<file path="src/hw/viu_pkg.sv">
// constants, types and register map of the vectored interrupt unit
package viu_pkg;

  // ----------------------------------------------------------------
  // sources and vectors
  // ----------------------------------------------------------------
  localparam int NSRC = 8;
  localparam int SEL_W = 3;
  localparam int PC_W = 13;
  localparam logic [PC_W-1:0] VEC_BASE = 13'h0080;
  localparam logic [PC_W-1:0] VEC_LAST = 13'h00ff;
  localparam int VEC_STEP = 2;
  localparam int HALF_W = 4;

  // ----------------------------------------------------------------
  // entry latency in machine cycles
  // ----------------------------------------------------------------
  localparam logic [1:0] TAKE_DLY_ONE = 2'h2;
  localparam logic [1:0] TAKE_DLY_MULTI = 2'h3;

  // ----------------------------------------------------------------
  // apb register map, byte addresses
  // ----------------------------------------------------------------
  localparam int ADDR_W = 12;
  localparam logic [ADDR_W-1:0] ADDR_EN_LOW = 12'h000;
  localparam logic [ADDR_W-1:0] ADDR_EN_HIGH = 12'h004;
  localparam logic [ADDR_W-1:0] ADDR_STATE = 12'h008;
  localparam logic [ADDR_W-1:0] ADDR_EVT = 12'h00c;
  localparam logic [ADDR_W-1:0] ADDR_MASK = 12'h010;
  localparam logic [3:0] EN_RESET = 4'h0;

  // state register fields
  localparam int ST_GIE_BIT = 8;
  localparam int ST_EIPEND_BIT = 9;
  localparam int ST_CTXV_BIT = 10;

  // event status bits
  localparam int NEVT = 3;
  localparam int EVT_ENTRY = 0;
  localparam int EVT_RETURN = 1;
  localparam int EVT_OVERRUN = 2;

  // ----------------------------------------------------------------
  // carriers
  // ----------------------------------------------------------------
  typedef struct packed {
    logic [8:0] dataPtr;
    logic       carry;
    logic       skip;
    logic [3:0] regA;
    logic [3:0] regB;
  } context_t;

  typedef struct packed {
    logic             enableIrqInstr;
    logic             disableIrqInstr;
    logic             returnFromIrqInstr;
    logic             done;
    logic             multi;
    logic             skipTest;
    logic [SEL_W-1:0] skipSel;
  } core_cmd_t;

  typedef struct packed {
    logic [3:0] timerUnder;
    logic       convDone;
    logic       serialDone;
  } src_evt_t;

  typedef enum logic {ST_IDLE, ST_WAIT} entry_state_t;

endpackage

</file>
<file path="src/hw/vectored_interrupt_unit.sv">
// vectored interrupt unit: request flags, enables, priority, entry and return
module vectored_interrupt_unit (
  input  wire logic                          clk,
  input  wire logic                          rst_n,
  input  wire logic                          psel,
  input  wire logic                          penable,
  input  wire logic                          pwrite,
  input  wire logic [viu_pkg::ADDR_W-1:0]    paddr,
  input  wire logic [31:0]                   pwdata,
  output logic      [31:0]                   prdata,
  output logic                               pready,
  output logic                               pslverr,
  input  wire viu_pkg::core_cmd_t            coreCmd,
  input  wire viu_pkg::context_t             ctxIn,
  input  wire logic [viu_pkg::PC_W-1:0]      resumePc,
  input  wire logic                          extIrqPinA,
  input  wire logic                          extIrqPinB,
  input  wire viu_pkg::src_evt_t             srcEvt,
  output logic                               take,
  output logic [viu_pkg::PC_W-1:0]           vectorPc,
  output logic                               pushReq,
  output logic [viu_pkg::PC_W-1:0]           pushAddr,
  output logic                               popReq,
  output logic                               restore,
  output viu_pkg::context_t                  ctxOut,
  output logic                               skipHit,
  output logic                               irq
);

  // ----------------------------------------------------------------
  // state
  // ----------------------------------------------------------------
  // flag bit order: ext0, ext1, timer1..4, converter, serial
  logic [viu_pkg::NSRC-1:0]   reqFlag_reg;
  logic [viu_pkg::NSRC-1:0]   reqFlag_next;
  logic [3:0]                 irqEnableLow_reg;
  logic [3:0]                 irqEnableHigh_reg;
  logic                       globalIrqEnable_reg;
  logic                       irqEnablePend_reg;
  logic [1:0]                 pinPrev_reg;
  logic                       pinPrimed_reg;
  viu_pkg::entry_state_t      state_reg;
  logic [1:0]                 cnt_reg;
  logic                       take_reg;
  logic [viu_pkg::PC_W-1:0]   vector_reg;
  logic [viu_pkg::PC_W-1:0]   pushAddr_reg;
  logic                       popReq_reg;
  viu_pkg::context_t          irqContextSave_reg;
  logic                       ctxValid_reg;
  logic                       skipHit_reg;
  logic [viu_pkg::NEVT-1:0]   evt_reg;
  logic [viu_pkg::NEVT-1:0]   mask_reg;
  logic [31:0]                prdata_reg;

  logic [viu_pkg::NSRC-1:0]   enables;
  logic [viu_pkg::NSRC-1:0]   srcSet;
  logic [viu_pkg::NSRC-1:0]   eligible;
  logic [viu_pkg::NSRC-1:0]   takeHot;
  logic [viu_pkg::NSRC-1:0]   skipClr;
  logic [viu_pkg::SEL_W-1:0]  winner;
  logic                       anyElig;
  logic                       fire;
  logic                       skipOk;
  logic [viu_pkg::NEVT-1:0]   evtSet;
  logic                       wrAcc;
  logic                       rdSetup;

  // ----------------------------------------------------------------
  // functions
  // ----------------------------------------------------------------
  // lowest set index wins
  function automatic logic [viu_pkg::SEL_W-1:0] pick(
    input logic [viu_pkg::NSRC-1:0] v);
    logic [viu_pkg::SEL_W-1:0] r;
    r = '0;
    for (int i = viu_pkg::NSRC - 1; i >= 0; i--) begin
      if (v[i]) begin
        r = viu_pkg::SEL_W'(i);
      end
    end
    return r;
  endfunction

  function automatic logic mapped(input logic [viu_pkg::ADDR_W-1:0] a);
    return a == viu_pkg::ADDR_EN_LOW || a == viu_pkg::ADDR_EN_HIGH ||
           a == viu_pkg::ADDR_STATE || a == viu_pkg::ADDR_EVT ||
           a == viu_pkg::ADDR_MASK;
  endfunction

  // ----------------------------------------------------------------
  // sources
  // ----------------------------------------------------------------
  assign enables = {irqEnableHigh_reg, irqEnableLow_reg};

  // first sample only primes the edge detector, so a pin high out of reset
  // does not fake an event
  assign srcSet = {srcEvt.serialDone, srcEvt.convDone, srcEvt.timerUnder,
                   {2{pinPrimed_reg}} &
                   ({extIrqPinB, extIrqPinA} ^ pinPrev_reg)};

  always_ff @(posedge clk or negedge rst_n) begin
    if (!rst_n) begin
      pinPrev_reg <= 2'h0;
      pinPrimed_reg <= 1'b0;
    end else begin
      pinPrev_reg <= {extIrqPinB, extIrqPinA};
      pinPrimed_reg <= 1'b1;
    end
  end

  // ----------------------------------------------------------------
  // eligibility and priority
  // ----------------------------------------------------------------
  assign eligible = reqFlag_reg & enables &
                    {viu_pkg::NSRC{globalIrqEnable_reg}};
  assign anyElig = |eligible;
  assign winner = pick(eligible);
  assign fire = state_reg == viu_pkg::ST_WAIT && cnt_reg == 2'h1 && anyElig;
  assign takeHot = fire ? (viu_pkg::NSRC'(1) << winner) : '0;

  // skip clears only when the source enable is zero
  assign skipOk = coreCmd.skipTest && !enables[coreCmd.skipSel] &&
                  reqFlag_reg[coreCmd.skipSel];
  assign skipClr = skipOk ? (viu_pkg::NSRC'(1) << coreCmd.skipSel) : '0;

  // ----------------------------------------------------------------
  // request flags
  // ----------------------------------------------------------------
  // set term last so a same-cycle event survives the clear
  assign reqFlag_next = (reqFlag_reg & ~(takeHot | skipClr)) | srcSet;

  always_ff @(posedge clk or negedge rst_n) begin
    if (!rst_n) begin
      reqFlag_reg <= '0;
    end else begin
      reqFlag_reg <= reqFlag_next;
    end
  end

  // ----------------------------------------------------------------
  // global enable
  // ----------------------------------------------------------------
  always_ff @(posedge clk or negedge rst_n) begin
    if (!rst_n) begin
      globalIrqEnable_reg <= 1'b0;
      irqEnablePend_reg <= 1'b0;
    end else begin
      if (coreCmd.disableIrqInstr || fire) begin
        globalIrqEnable_reg <= 1'b0;
        irqEnablePend_reg <= 1'b0;
      end else if (coreCmd.enableIrqInstr) begin
        irqEnablePend_reg <= 1'b1;
      end else if (irqEnablePend_reg && coreCmd.done) begin
        globalIrqEnable_reg <= 1'b1;
        irqEnablePend_reg <= 1'b0;
      end
    end
  end

  // ----------------------------------------------------------------
  // entry sequencer
  // ----------------------------------------------------------------
  always_ff @(posedge clk or negedge rst_n) begin
    if (!rst_n) begin
      state_reg <= viu_pkg::ST_IDLE;
      cnt_reg <= 2'h0;
    end else begin
      unique case (state_reg)
        viu_pkg::ST_IDLE: begin
          if (anyElig) begin
            state_reg <= viu_pkg::ST_WAIT;
            cnt_reg <= (coreCmd.multi ? viu_pkg::TAKE_DLY_MULTI
                                      : viu_pkg::TAKE_DLY_ONE) - 2'h1;
          end
        end
        viu_pkg::ST_WAIT: begin
          // a disable before the last wait cycle cancels the entry
          if (!anyElig || cnt_reg == 2'h1) begin
            state_reg <= viu_pkg::ST_IDLE;
          end
          cnt_reg <= cnt_reg - 2'h1;
        end
      endcase
    end
  end

  always_ff @(posedge clk or negedge rst_n) begin
    if (!rst_n) begin
      take_reg <= 1'b0;
      vector_reg <= '0;
      pushAddr_reg <= '0;
    end else begin
      take_reg <= fire;
      if (fire) begin
        vector_reg <= viu_pkg::VEC_BASE +
                      viu_pkg::PC_W'(winner) * viu_pkg::PC_W'(viu_pkg::VEC_STEP);
        pushAddr_reg <= resumePc;
      end
    end
  end

  // ----------------------------------------------------------------
  // context save and return
  // ----------------------------------------------------------------
  // one stage only: a nested entry overwrites it and flags an overrun
  always_ff @(posedge clk or negedge rst_n) begin
    if (!rst_n) begin
      irqContextSave_reg <= '0;
      ctxValid_reg <= 1'b0;
      popReq_reg <= 1'b0;
    end else begin
      popReq_reg <= coreCmd.returnFromIrqInstr;
      if (fire) begin
        irqContextSave_reg <= ctxIn;
        ctxValid_reg <= 1'b1;
      end else if (coreCmd.returnFromIrqInstr) begin
        ctxValid_reg <= 1'b0;
      end
    end
  end

  always_ff @(posedge clk or negedge rst_n) begin
    if (!rst_n) begin
      skipHit_reg <= 1'b0;
    end else begin
      skipHit_reg <= skipOk;
    end
  end

  // ----------------------------------------------------------------
  // apb slave and event status
  // ----------------------------------------------------------------
  assign wrAcc = psel && penable && pwrite && mapped(paddr);
  assign rdSetup = psel && !penable && !pwrite;
  assign evtSet = {fire && ctxValid_reg, coreCmd.returnFromIrqInstr, fire};

  always_ff @(posedge clk or negedge rst_n) begin
    if (!rst_n) begin
      irqEnableLow_reg <= viu_pkg::EN_RESET;
      irqEnableHigh_reg <= viu_pkg::EN_RESET;
      mask_reg <= '0;
    end else if (wrAcc) begin
      if (paddr == viu_pkg::ADDR_EN_LOW) begin
        irqEnableLow_reg <= pwdata[3:0];
      end
      if (paddr == viu_pkg::ADDR_EN_HIGH) begin
        irqEnableHigh_reg <= pwdata[3:0];
      end
      if (paddr == viu_pkg::ADDR_MASK) begin
        mask_reg <= pwdata[viu_pkg::NEVT-1:0];
      end
    end
  end

  // write one to clear; a new event beats the clear
  always_ff @(posedge clk or negedge rst_n) begin
    if (!rst_n) begin
      evt_reg <= '0;
    end else if (wrAcc && paddr == viu_pkg::ADDR_EVT) begin
      evt_reg <= (evt_reg & ~pwdata[viu_pkg::NEVT-1:0]) | evtSet;
    end else begin
      evt_reg <= evt_reg | evtSet;
    end
  end

  // read data captured in the setup cycle, answered with no wait state
  always_ff @(posedge clk or negedge rst_n) begin
    if (!rst_n) begin
      prdata_reg <= '0;
    end else if (rdSetup) begin
      prdata_reg <= '0;
      unique case (paddr)
        viu_pkg::ADDR_EN_LOW: prdata_reg[3:0] <= irqEnableLow_reg;
        viu_pkg::ADDR_EN_HIGH: prdata_reg[3:0] <= irqEnableHigh_reg;
        viu_pkg::ADDR_STATE: begin
          prdata_reg[viu_pkg::NSRC-1:0] <= reqFlag_reg;
          prdata_reg[viu_pkg::ST_GIE_BIT] <= globalIrqEnable_reg;
          prdata_reg[viu_pkg::ST_EIPEND_BIT] <= irqEnablePend_reg;
          prdata_reg[viu_pkg::ST_CTXV_BIT] <= ctxValid_reg;
        end
        viu_pkg::ADDR_EVT: prdata_reg[viu_pkg::NEVT-1:0] <= evt_reg;
        viu_pkg::ADDR_MASK: prdata_reg[viu_pkg::NEVT-1:0] <= mask_reg;
        default: prdata_reg <= '0;
      endcase
    end
  end

  assign prdata = prdata_reg;
  assign pready = 1'b1;
  assign pslverr = psel && penable && !mapped(paddr);
  assign irq = |(evt_reg & mask_reg);

  assign take = take_reg;
  assign pushReq = take_reg;
  assign vectorPc = vector_reg;
  assign pushAddr = pushAddr_reg;
  assign popReq = popReq_reg;
  assign restore = popReq_reg;
  assign ctxOut = irqContextSave_reg;
  assign skipHit = skipHit_reg;

  // ----------------------------------------------------------------
  // assertions
  // ----------------------------------------------------------------
  AST_TAKE_NEEDS_ALL: assert property (
    @(posedge clk) disable iff (!rst_n)
    take_reg |-> $past(globalIrqEnable_reg) && $past(reqFlag_reg & enables) != '0)
    else $error("entry without an eligible source");

  AST_DISABLE_CLEARS: assert property (
    @(posedge clk) disable iff (!rst_n)
    coreCmd.disableIrqInstr |=> !globalIrqEnable_reg)
    else $error("global enable set after disable");

  AST_ENTRY_CLEARS_GIE: assert property (
    @(posedge clk) disable iff (!rst_n)
    take_reg |-> !globalIrqEnable_reg && !irqEnablePend_reg)
    else $error("global enable survived entry");

  AST_EVENT_SETS: assert property (
    @(posedge clk) disable iff (!rst_n)
    srcSet != '0 |=> (reqFlag_reg & $past(srcSet)) == $past(srcSet))
    else $error("event lost");

  AST_FLAG_HOLDS: assert property (
    @(posedge clk) disable iff (!rst_n)
    ($past(reqFlag_reg) & ~reqFlag_reg & ~$past(takeHot | skipClr)) == '0)
    else $error("flag dropped without clear cause");

  AST_PRIORITY: assert property (
    @(posedge clk) disable iff (!rst_n)
    fire |-> (eligible & ((viu_pkg::NSRC'(1) << winner) - 1'b1)) == '0 &&
             eligible[winner])
    else $error("lower priority source served");

  AST_VEC_RANGE: assert property (
    @(posedge clk) disable iff (!rst_n)
    take_reg |-> vector_reg >= viu_pkg::VEC_BASE &&
                 vector_reg <= viu_pkg::VEC_LAST && !vector_reg[0])
    else $error("vector outside page-1 table");

  AST_SKIP_BLOCKED: assert property (
    @(posedge clk) disable iff (!rst_n)
    skipHit_reg |-> !$past(enables[coreCmd.skipSel]))
    else $error("skip honoured with enable set");

  AST_ONLY_SERVED: assert property (
    @(posedge clk) disable iff (!rst_n)
    fire |=> $countones($past(reqFlag_reg) & ~reqFlag_reg & ~$past(skipClr)) <= 1)
    else $error("entry cleared more than one flag");

  AST_CTX_SAVED: assert property (
    @(posedge clk) disable iff (!rst_n)
    take_reg |-> irqContextSave_reg == $past(ctxIn))
    else $error("context not saved on entry");

  AST_ENABLE_LATE: assert property (
    @(posedge clk) disable iff (!rst_n)
    coreCmd.enableIrqInstr && !coreCmd.disableIrqInstr && !globalIrqEnable_reg
    |=> !globalIrqEnable_reg)
    else $error("enable took effect too early");

  AST_LATENCY_TWO: assert property (
    @(posedge clk) disable iff (!rst_n)
    state_reg == viu_pkg::ST_IDLE && anyElig && !coreCmd.multi ##1 anyElig
    |=> take_reg)
    else $error("entry not two cycles after conditions");

endmodule

</file>
<file path="config.mk">
export PLATFORM = sky130hd
export DESIGN_NAME = vectored_interrupt_unit
export DESIGN_NICKNAME = d
export VERILOG_FILES = /design/src/hw/viu_pkg.sv /design/src/hw/vectored_interrupt_unit.sv
export SDC_FILE = /design/constraint.sdc
export NUM_CORES = 1
export LEC_CHECK = 0
export ABC_AREA = 0
export BUFFER_PORTS_ARGS = -buffer_cell sky130_fd_sc_hd__buf_2
export CAP_MARGIN = 10
export CORE_ASPECT_RATIO = 1.1
export CORE_MARGIN = 3
export CORE_UTILIZATION = 47
export DETAILED_ROUTE_END_ITERATION = 8
export GPL_TIMING_DRIVEN = 0
export PLACE_DENSITY_LB_ADDON = 0.3
export SYNTH_ARGS = -nofsm -noshare
export SYNTH_HDL_FRONTEND = slang
export SYNTH_SLANG_ARGS = --single-unit
</file>
<file path="constraint.sdc">
create_clock -name clk -period 2.15 [get_ports clk]
set_clock_uncertainty 0.15 [all_clocks]
set_input_delay 0 -clock clk [delete_from_list [all_inputs] [get_ports clk]]
set_output_delay 0 -clock clk [all_outputs]
set_load 0.01 [all_outputs]
</file>
---- Yosys cells after proc, flatten, opt, wreduce, memory -nomap -nowiden ----
Index checks and enable logic that the tools add are counted.
operators by class
  order comparisons ....................... 1
  bitwise logic cells ..................... 14
  reductions and logical operators ........ 34
  muxes and demuxes ....................... 32
  add/sub/neg operators ................... 3
  equal/unequal tests ..................... 7
  shift operators ......................... 2
operators by type and width
  cell                   number
  $mux W3                9
  $and A8 B8 Y8          3
  $eq A12 B4 Y1 const B  2
  $mux W8                2
  $or A8 B8 Y8           2
  $shl A1 B3 Y8 const A  2
  $pmux W3 S5            1
  $logic_and A1 B1 Y1    13
  $mux W1                13
  $eq A12 B3 Y1 const B  1
  $eq A12 B5 Y1 const B  1
  $logic_not A12 Y1      1
  $add A8 B4 Y9 const A  1
  $not A8 Y8             1
  $reduce_and A2 Y1      4
  $reduce_or A8 Y1       1
  $mux W7                1
  $and A3 B3 Y3          2
  $bmux W1 S3            2
  $logic_or A1 B1 Y1     6
  $or A3 B3 Y3           2
  $logic_not A1 Y1       5
  $lt A3 B4 Y1 const B   1
  $pmux W2 S2            1
  other kinds (14)       16
word-level totals
  bits of input ports ..................... 98
  output and inout port bits .............. 85
  bits in registers ....................... 90
  logic and storage cells ................. 116

---- Logic depth before layout (Yosys ltp) ----
  depth in word-level cells ............... 16
  mapped depth ............................ 9
  mapped depth without buffers ............ 7

---- Least setup slack after synthesis ----
OpenSTA, ideal clock, no wires.
  path type ............................... reg2reg
  start ................................... register cnt_reg[1]
  end ..................................... register irqContextSave_reg (netlist bit ctxOut[3])
  data required time ...................... 1875 ps
  clock period less this slack ............ 1853 ps
  setup time .............................. 125 ps
  data arrival time ....................... 1578 ps
  cell stages (with the launch flop) ...... 9
  path buffers ............................ 2
  path slack .............................. 297 ps
  path through ............................ dfrtp_1 -> inv_1 -> ha_1 -> nand3_1 -> a41o_2 -> inv_2 -> buf_6 -> buf_6 -> mux2_4
on the way
  cells in the longest elaborated chain, start to end .. 3
ends and longest elaborated chain
  item                              RTL line                        text
  start, declared                   vectored_interrupt_unit.sv:43   logic [1:0] cnt_reg;
  start signal, assigned            vectored_interrupt_unit.sv:172  cnt_reg <= (coreCmd.multi ? viu_pkg::TAKE_DLY_MULTI
  start signal, assigned            vectored_interrupt_unit.sv:181  cnt_reg <= cnt_reg - 2'h1;
  $eq A2 B1 Y1                      vectored_interrupt_unit.sv:118  assign fire = state_reg == viu_pkg::ST_WAIT && cnt_reg == 2'h1 && anyElig;
  $logic_and A1 B1 Y1 (2 in a row)  vectored_interrupt_unit.sv:118
  end signal, assigned              vectored_interrupt_unit.sv:214  irqContextSave_reg <= ctxIn;
  end, declared                     vectored_interrupt_unit.sv:48   viu_pkg::context_t irqContextSave_reg;
Every way passes these cells.
A chain may end at the register's enable or synchronous reset.

---- Final worst setup path ----
  start ................................... register irqEnableLow_reg[3]
  end ..................................... register irqContextSave_reg (netlist bit ctxOut[7])
on the way
  cells in the longest elaborated chain, start to end .. 4
ends and longest elaborated chain
  item                        RTL line                        text
  start, declared             vectored_interrupt_unit.sv:36   logic [3:0] irqEnableLow_reg;
  start signal, assigned      vectored_interrupt_unit.sv:239  irqEnableLow_reg <= viu_pkg::EN_RESET;
  start signal, assigned      vectored_interrupt_unit.sv:244  irqEnableLow_reg <= pwdata[3:0];
  $and A8 B8 Y8 (2 in a row)  vectored_interrupt_unit.sv:114  assign eligible = reqFlag_reg & enables &
  $reduce_or A8 Y1            vectored_interrupt_unit.sv:116  assign anyElig = |eligible;
  $logic_and A1 B1 Y1         vectored_interrupt_unit.sv:118
Every way passes these cells.

==> impl_metrics.ini <==
[yosys]
ys_seq_area_share_pct = 50.1
ys_ff_latch = 81
synth_warnings = 0
synthCells = 337
synthArstFlopShare_pct = 100
ys.flop_type = dfrtp_1
synth_area_leaders = dfrtp_1 50%, mux2_2 8.1%, buf_4 6.1%, mux2_4 5.6%, o21ai_0 2.0%
syn_avg_cell_area_um2 = 12.0
synth.distinct_cells = 56
synth_area_leader_cell = dfrtp_1
synth_top_area_share_pct = 50.1
synth_area_um2 = 4040
synth-edff-count = 0

[drt]
drt-initial-drc-count = 203
routedWlPerCell_um = 15.3
first_pass_iters = 4
drt_wl_total_um = 10400
vias = 3400
postRouteAntennaNets = 0
drc_errors = 0
vias_per_cell = 5.01

[cts]
cts_root_buf = clkbuf_8
htree_levels = 3
clockBufferDepth = 2
clkSinkCount = 81
clk_latency_ns = 0.35
cts_tree = built
cts_buffers = 9
path_clk_slew_ns = 0.09

[floorplanning]
dieArea_um2 = 9750
start_util_pct = 49.8
dieWidth_um = 94.4
core_um2 = 8130
pin_count = 183
rows = 34
die_h_um = 103

[timing]
fin_crit_ns = 2.06
clock.fmax_ghz = 0.486
worst_slew_pin_slew_ns = 0.711
slew_headroom_pct = 52.5
slew_violations = 0
fin_crit_sh_pct = 95.7
grt_setup_unrepaired = no
hold_viol = 0
setup_slack_ns = 0.0918
finalSetupTns_ns = 0
finalSetupViolCount = 0

[outcome]
outcome = completed

[place]
place_congestion = 0.903
dp_hpwl_um = 6870
placed_cells = 597
post-place-ws_ns = 0.109
portBuffers = 121

[cells_and_area]
fillers = 600
ff_latch_area_um2 = 2030
largest_register_ffs = 19
post_route_cells_drive_above_1_share_pct = 41.9
n_antenna_cell = 0
nets = 664
multi_input_area_um2 = 1780
final_cell_mix = 122 x buf_2, 81 x dfrtp_1, 63 x dlygate4sd3_1
final_common_cell = buf_2
syn_to_final_growth_pct = 43.5
fin_util_pct = 71.4
final_cells = 678

[setup_path]
worstSetupPathType = flip-flop to flip-flop
cp-start-kind = flip-flop
critPathCaptureType = flip-flop
crit_arrival_ns = 2.16
cp.required_ns = 2.25
cp_max_fo = 10

[power]
p_leak_nw = 2.99
powerDensity_nw_per_um2 = 534
max-vdd-ir-drop_uv = 354

[job]
drv_cap = 0

[grt]
grt_pass1_wl_um = 16700
antenna_found_initial = 0
grt_overflow = 0
grt_pass1_vias = 3488
grt_max_degree = 67
track_usage_pct = 21.9

[min_path]
hp-class = input pin to asynchronous set/reset pin
-- kinds of logic (layout without fill, tap and decap cells) --
group                    Yosys count  after routing  synth area share (%)
AO/OA/AOI/OAI                     70             70                  12.9
XOR/XNOR                           2              2                 0.433
adder cells (fa/ha/maj)            1              1                 0.309
buffers and inverters             59            262                  9.16
flip-flops                        81             81                  50.1
multiplexers                      50             50                  15.1
other                              2             32                 0.186
AND/OR/NAND/NOR                   72             72                  11.8
-- metal layers --
layer	up-vias	share of wire, %	track usage (%)	wire length (um)
met2	127	52	38.6	5340
met4	0	1.1	7.44	109
met3	11	6.1	4.12	631
met1	1641	41	27.0	4270
li1	1621	-	-	-
met5	-	0	0	0
-- cell type report --
cell class / count / share of cell area (%)
inverter: 14 / 0.906
tap: 108 / 2.33
clock buffer: 9 / 2.13
timing repair buffer: 187 / 22.1
buffer: 45 / 5.54
multi-input combinational: 227 / 30.6
clock inverter: 7 / 1.44
sequential: 81 / 34.9
-- through the flow --
stage,hold slack [ns],instance area (um2),power (mW)
after global placement,-0.0148,4900,1.86
after CTS,0.00889,5770,3.13
after floorplan,-0.446,4160,1.74
after global routing,0.0786,5800,3.24
after detailed placement,-0.262,4930,1.87
final,0.0367,5800,3.10
-- synth_stat cells, drive strengths merged, types with 2 or more instances --
cell type and instances:
nand3b 8, o31ai 3, clkbuf 7, a22oi 7
o41ai 4, dfrtp 81, or4 3, buf 38
conb 2, nand3 8, nor2 9, xor2 2
a32o 2, mux2i 6, nor4b 2, a22o 8
nand2 16, nand2b 8, o31a 2, o21bai 2
nor4 3, a31oi 3, o21ai 16, nor3 7
or2 2, inv 14, o32ai 2, a21oi 10
mux2 44
-- repair_timing --
item	4_1_cts	5_1_grt
endpoints found under the hold margin	145	0
hold buffers	64	0
buffers inserted	0	2
endpoints found under the setup margin	0	18
gates resized for setup	0	4
-- power by group --
| part | switching [mW] | internal [mW] | leakage, nW |
|---|---|---|---|
| clock network | 0.604 | 0.559 | 0.103 |
| logic | 0.173 | 0.203 | 1.82 |
| registers | 0.0204 | 1.54 | 1.06 |
| total | 0.797 | 2.30 | 2.99 |
-- path summary, 6_finish.rpt --
path | startpoint | end | slack (ns) | cells after the start
worst max register to register | irqEnableLow_reg[3] | ctxOut[7] | 0.09 | 6
max in group asynchronous | rst_n | mask_reg[0] | 0.73 | 3
worst min-delay path | rst_n | pushAddr[1] | 0.04 | 3
worst min register to register | vectorPc[7] | vectorPc[7] | 0.32 | 1
worst max-delay path | irqEnableLow_reg[3] | ctxOut[7] | 0.09 | 6
min in group clk | paddr[4] | evt_reg[0] | 0.04 | 3
-- worst max-delay path, cell delays in order (launching register included) --
cell     delay, ns
dfrtp_1       0.46
a22oi_2       0.34
a41o_2        0.34
inv_2         0.06
buf_6         0.14
buf_8         0.16
mux2_4        0.30
Note: power is estimated with default switching activity, not from simulation.
